===== src/include/submm_amp_consts.svh =====
`ifndef SUBMM_AMP_CONSTS_SVH
`define SUBMM_AMP_CONSTS_SVH

// packet bytes, in arrival order
`define PKT_BYTES 14
`define IDX_HDR0 4'd0
`define IDX_HDR1 4'd1
`define IDX_SEQ_HI 4'd2
`define IDX_LEN_HI 4'd4
`define IDX_LEN_LO 4'd5
`define IDX_SEC0 4'd6
`define IDX_TYPE 4'd7
`define IDX_SUBTYPE 4'd8
`define IDX_PAD 4'd9
`define IDX_DATA_HI 4'd10
`define IDX_DATA_LO 4'd11
`define IDX_LAST 4'd13
// version 000, type 1, header flag 1, process id 1000111, category 1100
`define HDR0_VAL 8'h1C
`define HDR1_VAL 8'h7C
// sequence flags 11 and three ground-source zeros
`define SEQ_HI_MASK 8'hF8
`define SEQ_HI_VAL 8'hC0
// length = data bytes + 5
`define LEN_HI_VAL 8'h00
`define LEN_LO_VAL 8'h07
// service version 000, checksum flag 1, ack 0001
`define SEC0_VAL 8'h11
`define TYPE_VAL 8'hC0
`define SUBTYPE_VAL 8'h08
`define PAD_VAL 8'h00
// packet error control
`define CRC_POLY 16'h1021
`define CRC_INIT 16'hFFFF
// control word placement
`define SENSOR_UNIT_CONTROL_WORD_ADDR 10'h2BC
`define SENSOR_UNIT_CONTROL_WORD_AMP_BIT 9
`define READBACK_AMP_BIT 6
// powered on after startup: hardware 0 = on
`define AMP_OFF_RESET 1'b0

`endif


===== src/include/submm_amp_pkg.sv =====
`default_nettype none
package submm_amp_pkg;
   typedef logic [3:0] byte_idx_t;
   typedef logic [7:0] byte_t;
   typedef logic [15:0] word_t;
endpackage : submm_amp_pkg
`default_nettype wire


===== src/core/submm_amp_power_telecommand.sv =====
// Behaviour
// - Only packets with process identifier 1000111 and category 1100 are accepted for this command.
// - The packet length field must read seven, the data size in bytes plus five.
// - Only packet type 11000000, a private telecommand, is taken as part of the command set.
// - Subtype 00001000 is recognised as the submillimetre amplifier power command.
// - A zero pad byte precedes a 16-bit data word holding only 0 (off) or 1 (on).
// - An accepted command drives the hardware control output at once.
// - Bit 9 of the control word at address 700 takes the inverse of the commanded value.
// - Bit 6 of the readback telemetry word mirrors control bit 9, 1 for off and 0 for on.
// - Startup and patch restart set the amplifier on by driving the control bit to 0.
`timescale 1ns/1ps
`default_nettype none
`include "submm_amp_consts.svh"

module submm_amp_power_telecommand (
   input wire logic clock,
   input wire logic rst,
   input wire logic in_valid,
   input wire logic in_first,
   input wire submm_amp_pkg::byte_t in_data,
   input wire logic restart_patch,
   output logic [9:0] ctrl_addr,
   output submm_amp_pkg::word_t sensor_unit_control_word,
   output submm_amp_pkg::word_t control_readback_word,
   output logic accepted,
   output logic rejected
);
   import submm_amp_pkg::*;

   function automatic word_t crc_byte(input word_t crc, input byte_t b);
      word_t c;
      c = crc ^ {b, 8'h00};
      for (int i = 0; i < 8; i++) begin
         c = c[15] ? ((c << 1) ^ `CRC_POLY) : (c << 1);
      end
      return c;
   endfunction : crc_byte

   function automatic logic field_ok(input byte_idx_t idx, input byte_t b);
      logic ok;
      ok = 1'b1;
      unique case (idx)
         `IDX_HDR0: ok = (b == `HDR0_VAL);
         `IDX_HDR1: ok = (b == `HDR1_VAL);
         `IDX_SEQ_HI: ok = ((b & `SEQ_HI_MASK) == `SEQ_HI_VAL);
         `IDX_LEN_HI: ok = (b == `LEN_HI_VAL);
         `IDX_LEN_LO: ok = (b == `LEN_LO_VAL);
         `IDX_SEC0: ok = (b == `SEC0_VAL);
         `IDX_TYPE: ok = (b == `TYPE_VAL);
         `IDX_SUBTYPE: ok = (b == `SUBTYPE_VAL);
         `IDX_PAD: ok = (b == `PAD_VAL);
         `IDX_DATA_HI: ok = (b == 8'h00);
         `IDX_DATA_LO: ok = (b[7:1] == 7'h00);
         default: ok = 1'b1;
      endcase
      return ok;
   endfunction : field_ok

   byte_idx_t idx_q;
   byte_idx_t idx_d;
   logic ok_q;
   logic ok_d;
   word_t crc_q;
   word_t crc_d;
   logic amp_off_q;
   logic cmd_q;
   logic accepted_q;
   logic rejected_q;

   // a new first byte always restarts framing, so a truncated packet cannot poison the next
   wire byte_idx_t cur_idx = in_first ? `IDX_HDR0 : idx_q;
   wire word_t crc_base = in_first ? `CRC_INIT : crc_q;
   wire logic ok_base = in_first ? 1'b1 : ok_q;
   // bytes past the last one before a new first byte are surplus and ignored; the packet was judged at its last byte
   wire logic overrun = (cur_idx > `IDX_LAST);
   wire logic byte_ok = field_ok(cur_idx, in_data) && !overrun;
   wire logic last_byte = in_valid && (cur_idx == `IDX_LAST);
   // crc run over the checksum bytes too leaves a zero residue
   wire logic crc_good = (crc_d == 16'h0000);
   wire logic good_pkt = last_byte && ok_d && crc_good;
   wire logic bad_pkt = last_byte && !good_pkt;
   // command bit sits two bytes before the end, under the checksum;
   // it is held until the last byte proves the packet sound
   wire logic take_cmd = in_valid && (cur_idx == `IDX_DATA_LO);

   assign crc_d = crc_byte(crc_base, in_data);
   assign ok_d = ok_base && byte_ok;
   assign idx_d = overrun ? cur_idx : cur_idx + 4'd1;

   always_ff @(posedge clock or posedge rst) begin
      if (rst) begin
         idx_q <= 4'hF;
         ok_q <= 1'b0;
         crc_q <= `CRC_INIT;
      end else if (in_valid) begin
         idx_q <= idx_d;
         ok_q <= ok_d;
         crc_q <= crc_d;
      end
   end

   always_ff @(posedge clock or posedge rst) begin
      if (rst) begin
         cmd_q <= 1'b1;
      end else if (take_cmd) begin
         cmd_q <= in_data[0];
      end
   end

   // idx_q resets to the overrun value: nothing counts until a first byte arrives
   always_ff @(posedge clock or posedge rst) begin
      if (rst) begin
         amp_off_q <= `AMP_OFF_RESET;
      end else if (restart_patch) begin
         amp_off_q <= `AMP_OFF_RESET;
      end else if (good_pkt) begin
         amp_off_q <= ~cmd_q;
      end
   end

   always_ff @(posedge clock or posedge rst) begin
      if (rst) begin
         accepted_q <= 1'b0;
         rejected_q <= 1'b0;
      end else begin
         accepted_q <= good_pkt && !restart_patch;
         rejected_q <= bad_pkt;
      end
   end

   assign ctrl_addr = `SENSOR_UNIT_CONTROL_WORD_ADDR;
   assign sensor_unit_control_word = word_t'(amp_off_q) << `SENSOR_UNIT_CONTROL_WORD_AMP_BIT;
   assign control_readback_word = word_t'(amp_off_q) << `READBACK_AMP_BIT;
   assign accepted = accepted_q;
   assign rejected = rejected_q;

   property p_apply;
      @(posedge clock) disable iff (rst)
      good_pkt && !restart_patch |=> accepted && sensor_unit_control_word[9] == !$past(cmd_q);
   endproperty
   a_apply: assert property (p_apply) else $error("accepted command not applied next cycle");

   property p_inverse;
      @(posedge clock) disable iff (rst)
      (good_pkt && !restart_patch && cmd_q) |=> sensor_unit_control_word == 16'h0000;
   endproperty
   a_inverse: assert property (p_inverse) else $error("power on did not clear control bit");

   property p_readback;
      @(posedge clock) disable iff (rst)
      control_readback_word[6] == sensor_unit_control_word[9] && control_readback_word[15:7] == 9'h000;
   endproperty
   a_readback: assert property (p_readback) else $error("readback bit does not mirror control bit");

   property p_restart;
      @(posedge clock) disable iff (rst)
      restart_patch |=> sensor_unit_control_word[9] == 1'b0 && !accepted;
   endproperty
   a_restart: assert property (p_restart) else $error("restart did not power amplifier on");

   property p_hold_on_reject;
      @(posedge clock) disable iff (rst)
      bad_pkt && !restart_patch |=> rejected && $stable(sensor_unit_control_word);
   endproperty
   a_hold_on_reject: assert property (p_hold_on_reject) else $error("rejected packet changed control");

   property p_crc_bad;
      @(posedge clock) disable iff (rst)
      last_byte && crc_d != 16'h0000 |=> !accepted ##1 !accepted;
   endproperty
   a_crc_bad: assert property (p_crc_bad) else $error("bad checksum accepted");

   property p_apid;
      @(posedge clock) disable iff (rst)
      in_valid && !in_first && idx_q == 4'd1 && in_data != 8'h7C |=> !ok_q;
   endproperty
   a_apid: assert property (p_apid) else $error("wrong process id or category kept");

   property p_length;
      @(posedge clock) disable iff (rst)
      in_valid && !in_first && idx_q == 4'd5 && in_data != 8'h07 ##1 !in_first[*8] |=> !accepted;
   endproperty
   a_length: assert property (p_length) else $error("wrong length accepted");

   property p_type;
      @(posedge clock) disable iff (rst)
      in_valid && !in_first && idx_q == 4'd7 && in_data != 8'hC0 |=> !ok_q;
   endproperty
   a_type: assert property (p_type) else $error("non-private packet type kept");

   property p_subtype;
      @(posedge clock) disable iff (rst)
      in_valid && !in_first && idx_q == 4'd8 && in_data != 8'h08 |=> !ok_q;
   endproperty
   a_subtype: assert property (p_subtype) else $error("other subtype kept");

   property p_data;
      @(posedge clock) disable iff (rst)
      in_valid && !in_first && idx_q == 4'd11 && in_data[7:1] != 7'h00 |=> !ok_q;
   endproperty
   a_data: assert property (p_data) else $error("out of range data kept");

   property p_one_shot;
      @(posedge clock) disable iff (rst)
      accepted || rejected |=> !accepted && !rejected;
   endproperty
   a_one_shot: assert property (p_one_shot) else $error("answer pulse longer than one cycle");

   // only an accepted command or a restart may move the control bit
   property p_hold_else;
      @(posedge clock) disable iff (rst)
      $changed(sensor_unit_control_word) |-> $past(good_pkt) || $past(restart_patch);
   endproperty
   a_hold_else: assert property (p_hold_else) else $error("control word changed without a command");

   c_power_off: cover property (@(posedge clock) disable iff (rst) accepted && sensor_unit_control_word[9]);
   c_power_on: cover property (@(posedge clock) disable iff (rst) accepted && !sensor_unit_control_word[9]);
   c_reject: cover property (@(posedge clock) disable iff (rst) rejected);
   c_restart: cover property (@(posedge clock) disable iff (rst) sensor_unit_control_word[9] ##1 restart_patch);
   c_restart_wins: cover property (@(posedge clock) disable iff (rst) last_byte && restart_patch);

endmodule : submm_amp_power_telecommand

`default_nettype wire


===== config.mk =====
export PLATFORM = sky130hd
export DESIGN_NAME = submm_amp_power_telecommand
export DESIGN_NICKNAME = d
export VERILOG_FILES = /design/src/include/submm_amp_pkg.sv /design/src/core/submm_amp_power_telecommand.sv
export VERILOG_INCLUDE_DIRS = /design/src /design/src/include
export SDC_FILE = /design/constraint.sdc
export NUM_CORES = 1
export LEC_CHECK = 0
export BUFFER_PORTS_ARGS = -buffer_cell sky130_fd_sc_hd__buf_2
export CAP_MARGIN = 10
export CORE_ASPECT_RATIO = 1.4
export CORE_UTILIZATION = 59
export DETAILED_ROUTE_END_ITERATION = 10
export PLACE_DENSITY = 0.84
export SLEW_MARGIN = 20
export SYNTH_ARGS = -nofsm -noshare
export SYNTH_HDL_FRONTEND = slang
export SYNTH_SLANG_ARGS = --single-unit

===== constraint.sdc =====
create_clock -name clock -period 4.7 [get_ports clock]
set_input_delay 0 -clock clock [delete_from_list [all_inputs] [get_ports clock]]
set_output_delay 0 -clock clock [all_outputs]
set_load 0.03 [all_outputs]

Word-level counts from Yosys, hierarchy flattened
Index checks and enable logic that the tools add are counted.
- multiplexer cells: 15
- order comparisons: 1
- reduce and logical (&&, ||, !) cells: 17
- bitwise logic cells: 10
- equality and inequality tests: 18
- $add $sub $neg: 1
- operators by type and width (kind ; count):
    13-bit 2-to-1 mux ; 8
    3-bit inverter ; 8
    4-bit equality test (second input constant) ; 5
    4-bit by 3-bit equality test with 1-bit output (second input constant) ; 4
    8-bit by 5-bit equality test with 1-bit output (second input constant) ; 2
    16-bit zero test ; 1
    16-bit 2-to-1 mux ; 1
    16-bit bitwise XOR ; 1
    1-bit case mux with 9 select lines ; 1
    8-bit by 3-bit equality test with 1-bit output (second input constant) ; 1
    8-bit by 4-bit equality test with 1-bit output (second input constant) ; 1
    8-bit by 7-bit equality test with 1-bit output (second input constant) ; 1
    8-bit equality test (second input constant) ; 1
    1-bit logical AND ; 8
    8-bit zero test ; 1
    4-bit 2-to-1 mux ; 2
    7-bit zero test ; 1
    5-bit equality test (second input constant) ; 1
    4-bit by 1-bit adder with 4-bit output (second input constant) ; 1
    4-bit by 1-bit equality test with 1-bit output (second input constant) ; 1
    4-bit by 2-bit equality test with 1-bit output (second input constant) ; 1
    4-bit > comparator (second input constant) ; 1
    4-bit zero test ; 1
    1-bit zero test ; 3
    other kinds (4) ; 6
- input bits: 13
- logic and storage cells: 69
- bits in registers: 25
- output and inout port bits: 44

Logic depth before layout (Yosys ltp)
- depth in word-level cells: 22
- gate-level depth with buffers: 9
- gate-level depth less buffers: 6

Worst setup path after synthesis
No wires, ideal clock.
- kind: register to register
- from: register crc_q[12]
- to: register amp_off_q
- buffers on the path: 1
- library setup time: 0.128 ns
- path slack: 2.474 ns
- arrival: 2.099 ns
- cell stages (with the launch flop): 8
- period minus slack after synthesis: 2.226 ns
- required time: 4.572 ns
- cells stage by stage: dfstp_2 -> buf_2 -> xnor2_1 -> or3_4 -> a221oi_2 -> a31oi_2 -> a2111oi_4 -> mux2_1
- word-level cells in the longest chain between the ends: 10
- ends and longest elaborated chain (element ; line ; source):
    from (decl) ; submm_amp_power_telecommand.sv:63 ; word_t crc_q;
    from (signal assigned) ; submm_amp_power_telecommand.sv:94 ; crc_q <= `CRC_INIT;
    from (signal assigned) ; submm_amp_power_telecommand.sv:98 ; crc_q <= crc_d;
    16-bit 2-to-1 mux * ; submm_amp_power_telecommand.sv:72 ; wire word_t crc_base = in_first ? `CRC_INIT : crc_q;
    16-bit bitwise XOR * ; submm_amp_power_telecommand.sv:32 ; c = crc ^ {b, 8'h00};
    13-bit 2-to-1 mux * ; submm_amp_power_telecommand.sv:34 ; c = c[15] ? ((c << 1) ^ `CRC_POLY) : (c << 1);
    13-bit 2-to-1 mux (3 in a row) ; submm_amp_power_telecommand.sv:34 ;
    13-bit 2-to-1 mux * ; submm_amp_power_telecommand.sv:34 ;
    16-bit zero test * ; submm_amp_power_telecommand.sv:79 ; wire logic crc_good = (crc_d == 16'h0000);
    1-bit logical AND * ; submm_amp_power_telecommand.sv:80 ; wire logic good_pkt = last_byte && ok_d && crc_good;
    2-bit nonzero test (no source line) * ; n/a ;
    to (signal assigned) ; submm_amp_power_telecommand.sv:113 ; amp_off_q <= `AMP_OFF_RESET;
    to (signal assigned) ; submm_amp_power_telecommand.sv:115 ; amp_off_q <= `AMP_OFF_RESET;
    to (signal assigned) ; submm_amp_power_telecommand.sv:117 ; amp_off_q <= ~cmd_q;
    to (decl) ; submm_amp_power_telecommand.sv:65 ; logic amp_off_q;
Every way passes the cells marked *; elsewhere a longest branch is shown, timed or not.
A chain may end at the register's enable or synchronous reset.

Final worst setup path
- from: register crc_q[14]
- to: register amp_off_q
- word-level cells in the longest chain between the ends: 13
- ends and longest elaborated chain (element ; line):
    16-bit 2-to-1 mux * ; submm_amp_power_telecommand.sv:72
    16-bit bitwise XOR * ; submm_amp_power_telecommand.sv:32
    13-bit 2-to-1 mux * ; submm_amp_power_telecommand.sv:34
    13-bit 2-to-1 mux (3 in a row) ; submm_amp_power_telecommand.sv:34
    13-bit 2-to-1 mux * ; submm_amp_power_telecommand.sv:34
    3-bit inverter (no source line) ; n/a
    13-bit 2-to-1 mux (2 in a row) ; submm_amp_power_telecommand.sv:34
    16-bit zero test * ; submm_amp_power_telecommand.sv:79
    1-bit logical AND * ; submm_amp_power_telecommand.sv:80
    2-bit nonzero test (no source line) * ; n/a
Marks and branches as above.

==> flow_metrics.env <==
export IMPL_rsz0062_at_grt="no"
export IMPL_clock_path_buffers=2
export IMPL_grtUsageTotal_pct=22.2
export IMPL_finalSetupViolations=0
export IMPL_cp_data_required_time_ns=4.86
export IMPL_cp_max_fo=6
export IMPL_clk_latency_ns=0.27
export IMPL_yosysWarningCount=0
export IMPL_tritoncts="done"
export IMPL_io_buffers=16
export IMPL_drv_slew=0
export IMPL_antenna_found_initial=0
export IMPL_r2r_slack_ns=2.27
export IMPL_synth_top_cell_by_area="dfstp_2"
export IMPL_finalSetupTns_ns=0
export IMPL_firstDrtPassIters=7
export IMPL_synth_top_cells_by_count="buf_4 (44), nor2_1 (31), xnor2_1 (29)"
export IMPL_synthTopCellsByArea="dfstp_2 (22%), buf_4 (13%), xnor2_1 (10%)"
export IMPL_synth_edff_count=0
export IMPL_avgSynthCellArea_sq_um=8.15
export IMPL_root_buffer="clkbuf_8"
export IMPL_dr_wl_met3_um=224
export IMPL_htreeDepth=1
export IMPL_die_w_um=56.8
export IMPL_wl_met1_um=2030
export IMPL_numCtsBuffers=3
export IMPL_max_cap_violations=0
export IMPL_syn_inst=304
export IMPL_critPathKind="reg2reg"
export IMPL_critical_path_startpoint="crc_q[14]"
export IMPL_fin_area_sq_mm=0.00239
export IMPL_die_h_um=78.7
export IMPL_synth_cell_types=57
export IMPL_post_cts_buffers=0
export IMPL_grt_max_degree=48
export IMPL_power_leakage_nw=0.939
export IMPL_gp_congestion=0.897
export IMPL_layout_area_overhead_vs_synth_pct=-3.48
export IMPL_r2r_cells=6
export IMPL_layout_nets=311
export IMPL_grt_pass1_vias=1729
export IMPL_drc=16
export IMPL_critPathCaptureType="flop"
export IMPL_yosysMostFrequentCell="buf_4"
export IMPL_top_level_ports=57
export IMPL_grt_overflow=0
export IMPL_status="finished with violations"
export IMPL_top_layer="met4"
export IMPL_dieArea_sq_mm=0.00447
export IMPL_dp_hpwl_um=3450
export IMPL_hold_violations=0
export IMPL_endpoint="amp_off_q"
export IMPL_multi_input_area_sq_mm=0.00151
export IMPL_routed_wl_um=4860
export IMPL_clk_pin_slew_ns=0.09
export IMPL_antennaDiodeCount=0
export IMPL_synth_seq_area_share_pct=26.3
export IMPL_r2r_start="crc_q[14]"
export IMPL_finalCritPeriodShare_pct=51.7
export IMPL_synthFlopType="dfstp_2"
export IMPL_viasPerCell=5.77
export IMPL_holdWs_ns=0.131
export IMPL_seq_area_sq_um=652
export IMPL_placed_cells=334
export IMPL_vias=1962
export IMPL_hp_start="in_data[0]"
export IMPL_rows=27
export IMPL_synth_area_sq_mm=0.00248
export IMPL_power_per_cell_area_mw_per_mm2=489
export IMPL_worst_slew_pin_slew_ns=0.964
export IMPL_drive_above_1_share_pct=17.2
export IMPL_ys_ff_latch=25
export IMPL_routedWlPerCell_um=14.3
export IMPL_initialDrtViolationCount=94
export IMPL_ir_drop_uv=207
export IMPL_netlist_area_leader_share_pct=22.3
export IMPL_drtAntennaViolNets=0
export IMPL_violations="DRC"
export IMPL_worstPathArrival_ns=2.59
export IMPL_core_area_sq_mm=0.00399
export IMPL_cts_sinks=25
export IMPL_max_freq_ghz=0.412
export IMPL_min_period_ns=2.43
export IMPL_cp_start_kind="flop"
export IMPL_start_util_pct=62.2
export IMPL_fin_cells=340
export IMPL_max_slew_margin_pct=35.6
export IMPL_dr_wl_met2_um=2480
export IMPL_fin_skew_ns=0.00434
export IMPL_r2r_end="amp_off_q"
export IMPL_fillers=372
export IMPL_async_flop_share_pct=100
export IMPL_grt_pass1_wl_um=7830
export IMPL_dpl_instance_area_sq_mm=0.00233
export IMPL_hp_class="in2reg"
==> power by group <==
group / leakage (nW) / switching [mW] / internal (mW)
clock: 0.0255 / 0.0715 / 0.0594
sequential: 0.275 / 0.119 / 0.347
combinational: 0.639 / 0.321 / 0.252
total: 0.939 / 0.512 / 0.658
==> routing by layer <==
layer	vias up	global-route usage, %
li1	955	-
met1	917	27.6
met2	79	39.6
met3	11	1.47
met4	0	9.27
met5	-	0
==> worst max-delay path, stage by stage (launching register included) <==
cell and delay (ns):
dfstp_2 0.61, xnor2_1 0.18, mux2i_1 0.26, xor2_1 0.38, nand3_1 0.20, a2111oi_4 0.34
mux2_1 0.35
==> flip-flops by register name, indices dropped and copies added (netlist names) <==
| name | cells |
|---|---|
| cmd_q | 1 |
| rejected | 1 |
| accepted | 1 |
| ok_q | 1 |
| amp_off_q | 1 |
| crc_q | 16 |
| idx_q | 4 |
==> layout by cell type (no fill, tap or decap), drive strengths merged, types with 3 or more instances in the layout <==
cell | Yosys | routed
conb | 2 | 40
nor2 | 31 | 31
xnor2 | 29 | 29
a21oi | 22 | 22
dfstp | 21 | 21
buf | 55 | 16
nand3 | 11 | 11
o21ai | 11 | 11
nor3 | 10 | 10
nor2b | 8 | 8
mux2i | 7 | 7
inv | 7 | 7
nand2 | 7 | 7
xor2 | 6 | 6
mux2 | 6 | 6
nor4 | 4 | 4
dfrtp | 4 | 4
a31oi | 4 | 4
or3 | 4 | 4
o21a | 3 | 3
nand2b | 3 | 3
nand3b | 3 | 3
clkbuf | 12 | 3
==> worst min-delay path by stage <==
| stage | end | slack, ns | cells after the start |
|---|---|---|---|
| 2_1_floorplan | accepted | 0.01 | 1 |
| 4_1_cts | cmd_q | 0.12 | 3 |
| 3_3_place_gp | accepted | 0.20 | 2 |
| 3_5_place_dp | accepted | 0.20 | 2 |
| 5_1_grt | cmd_q | 0.18 | 3 |
| 6_report | cmd_q | 0.13 | 3 |
==> through the flow <==
step	total power, mW	setup WS, ns	utilization [%]
floorplan	0.959	2.47	-
global placement	1.01	2.42	58.3
detailed placement	1.03	2.40	58.3
CTS	1.17	2.35	60.0
global route	1.25	2.19	60.0
finish	1.17	2.27	60.0
==> timing repair <==
action,in CTS,in global routing
endpoints found under the hold margin,5,0
resized for setup,0,0
hold buffers,2,0
==> final cells by class <==
cell class                 count  share of cell area [%]
timing repair buffer          18                    4.18
multi-input combinational    243                    63.3
clock inverter                 1                   0.209
sequential                    25                    27.2
clock buffer                   3                    1.73
tap                           43                    2.25
inverter                       7                    1.10
==> cell families after synthesis <==
logic type,count (synthesis),share of synthesized area (%)
adders and majority gates,1,0.404
and+or+nand+nor,95,20.4
buffers and inverters,74,18.4
xor gates and xnor gates,35,12.4
muxes,13,5.55
DFF,25,26.3
other,2,0.303
AOI/OAI and AO/OA,59,16.3
Power figures use the tool's default switching activity.
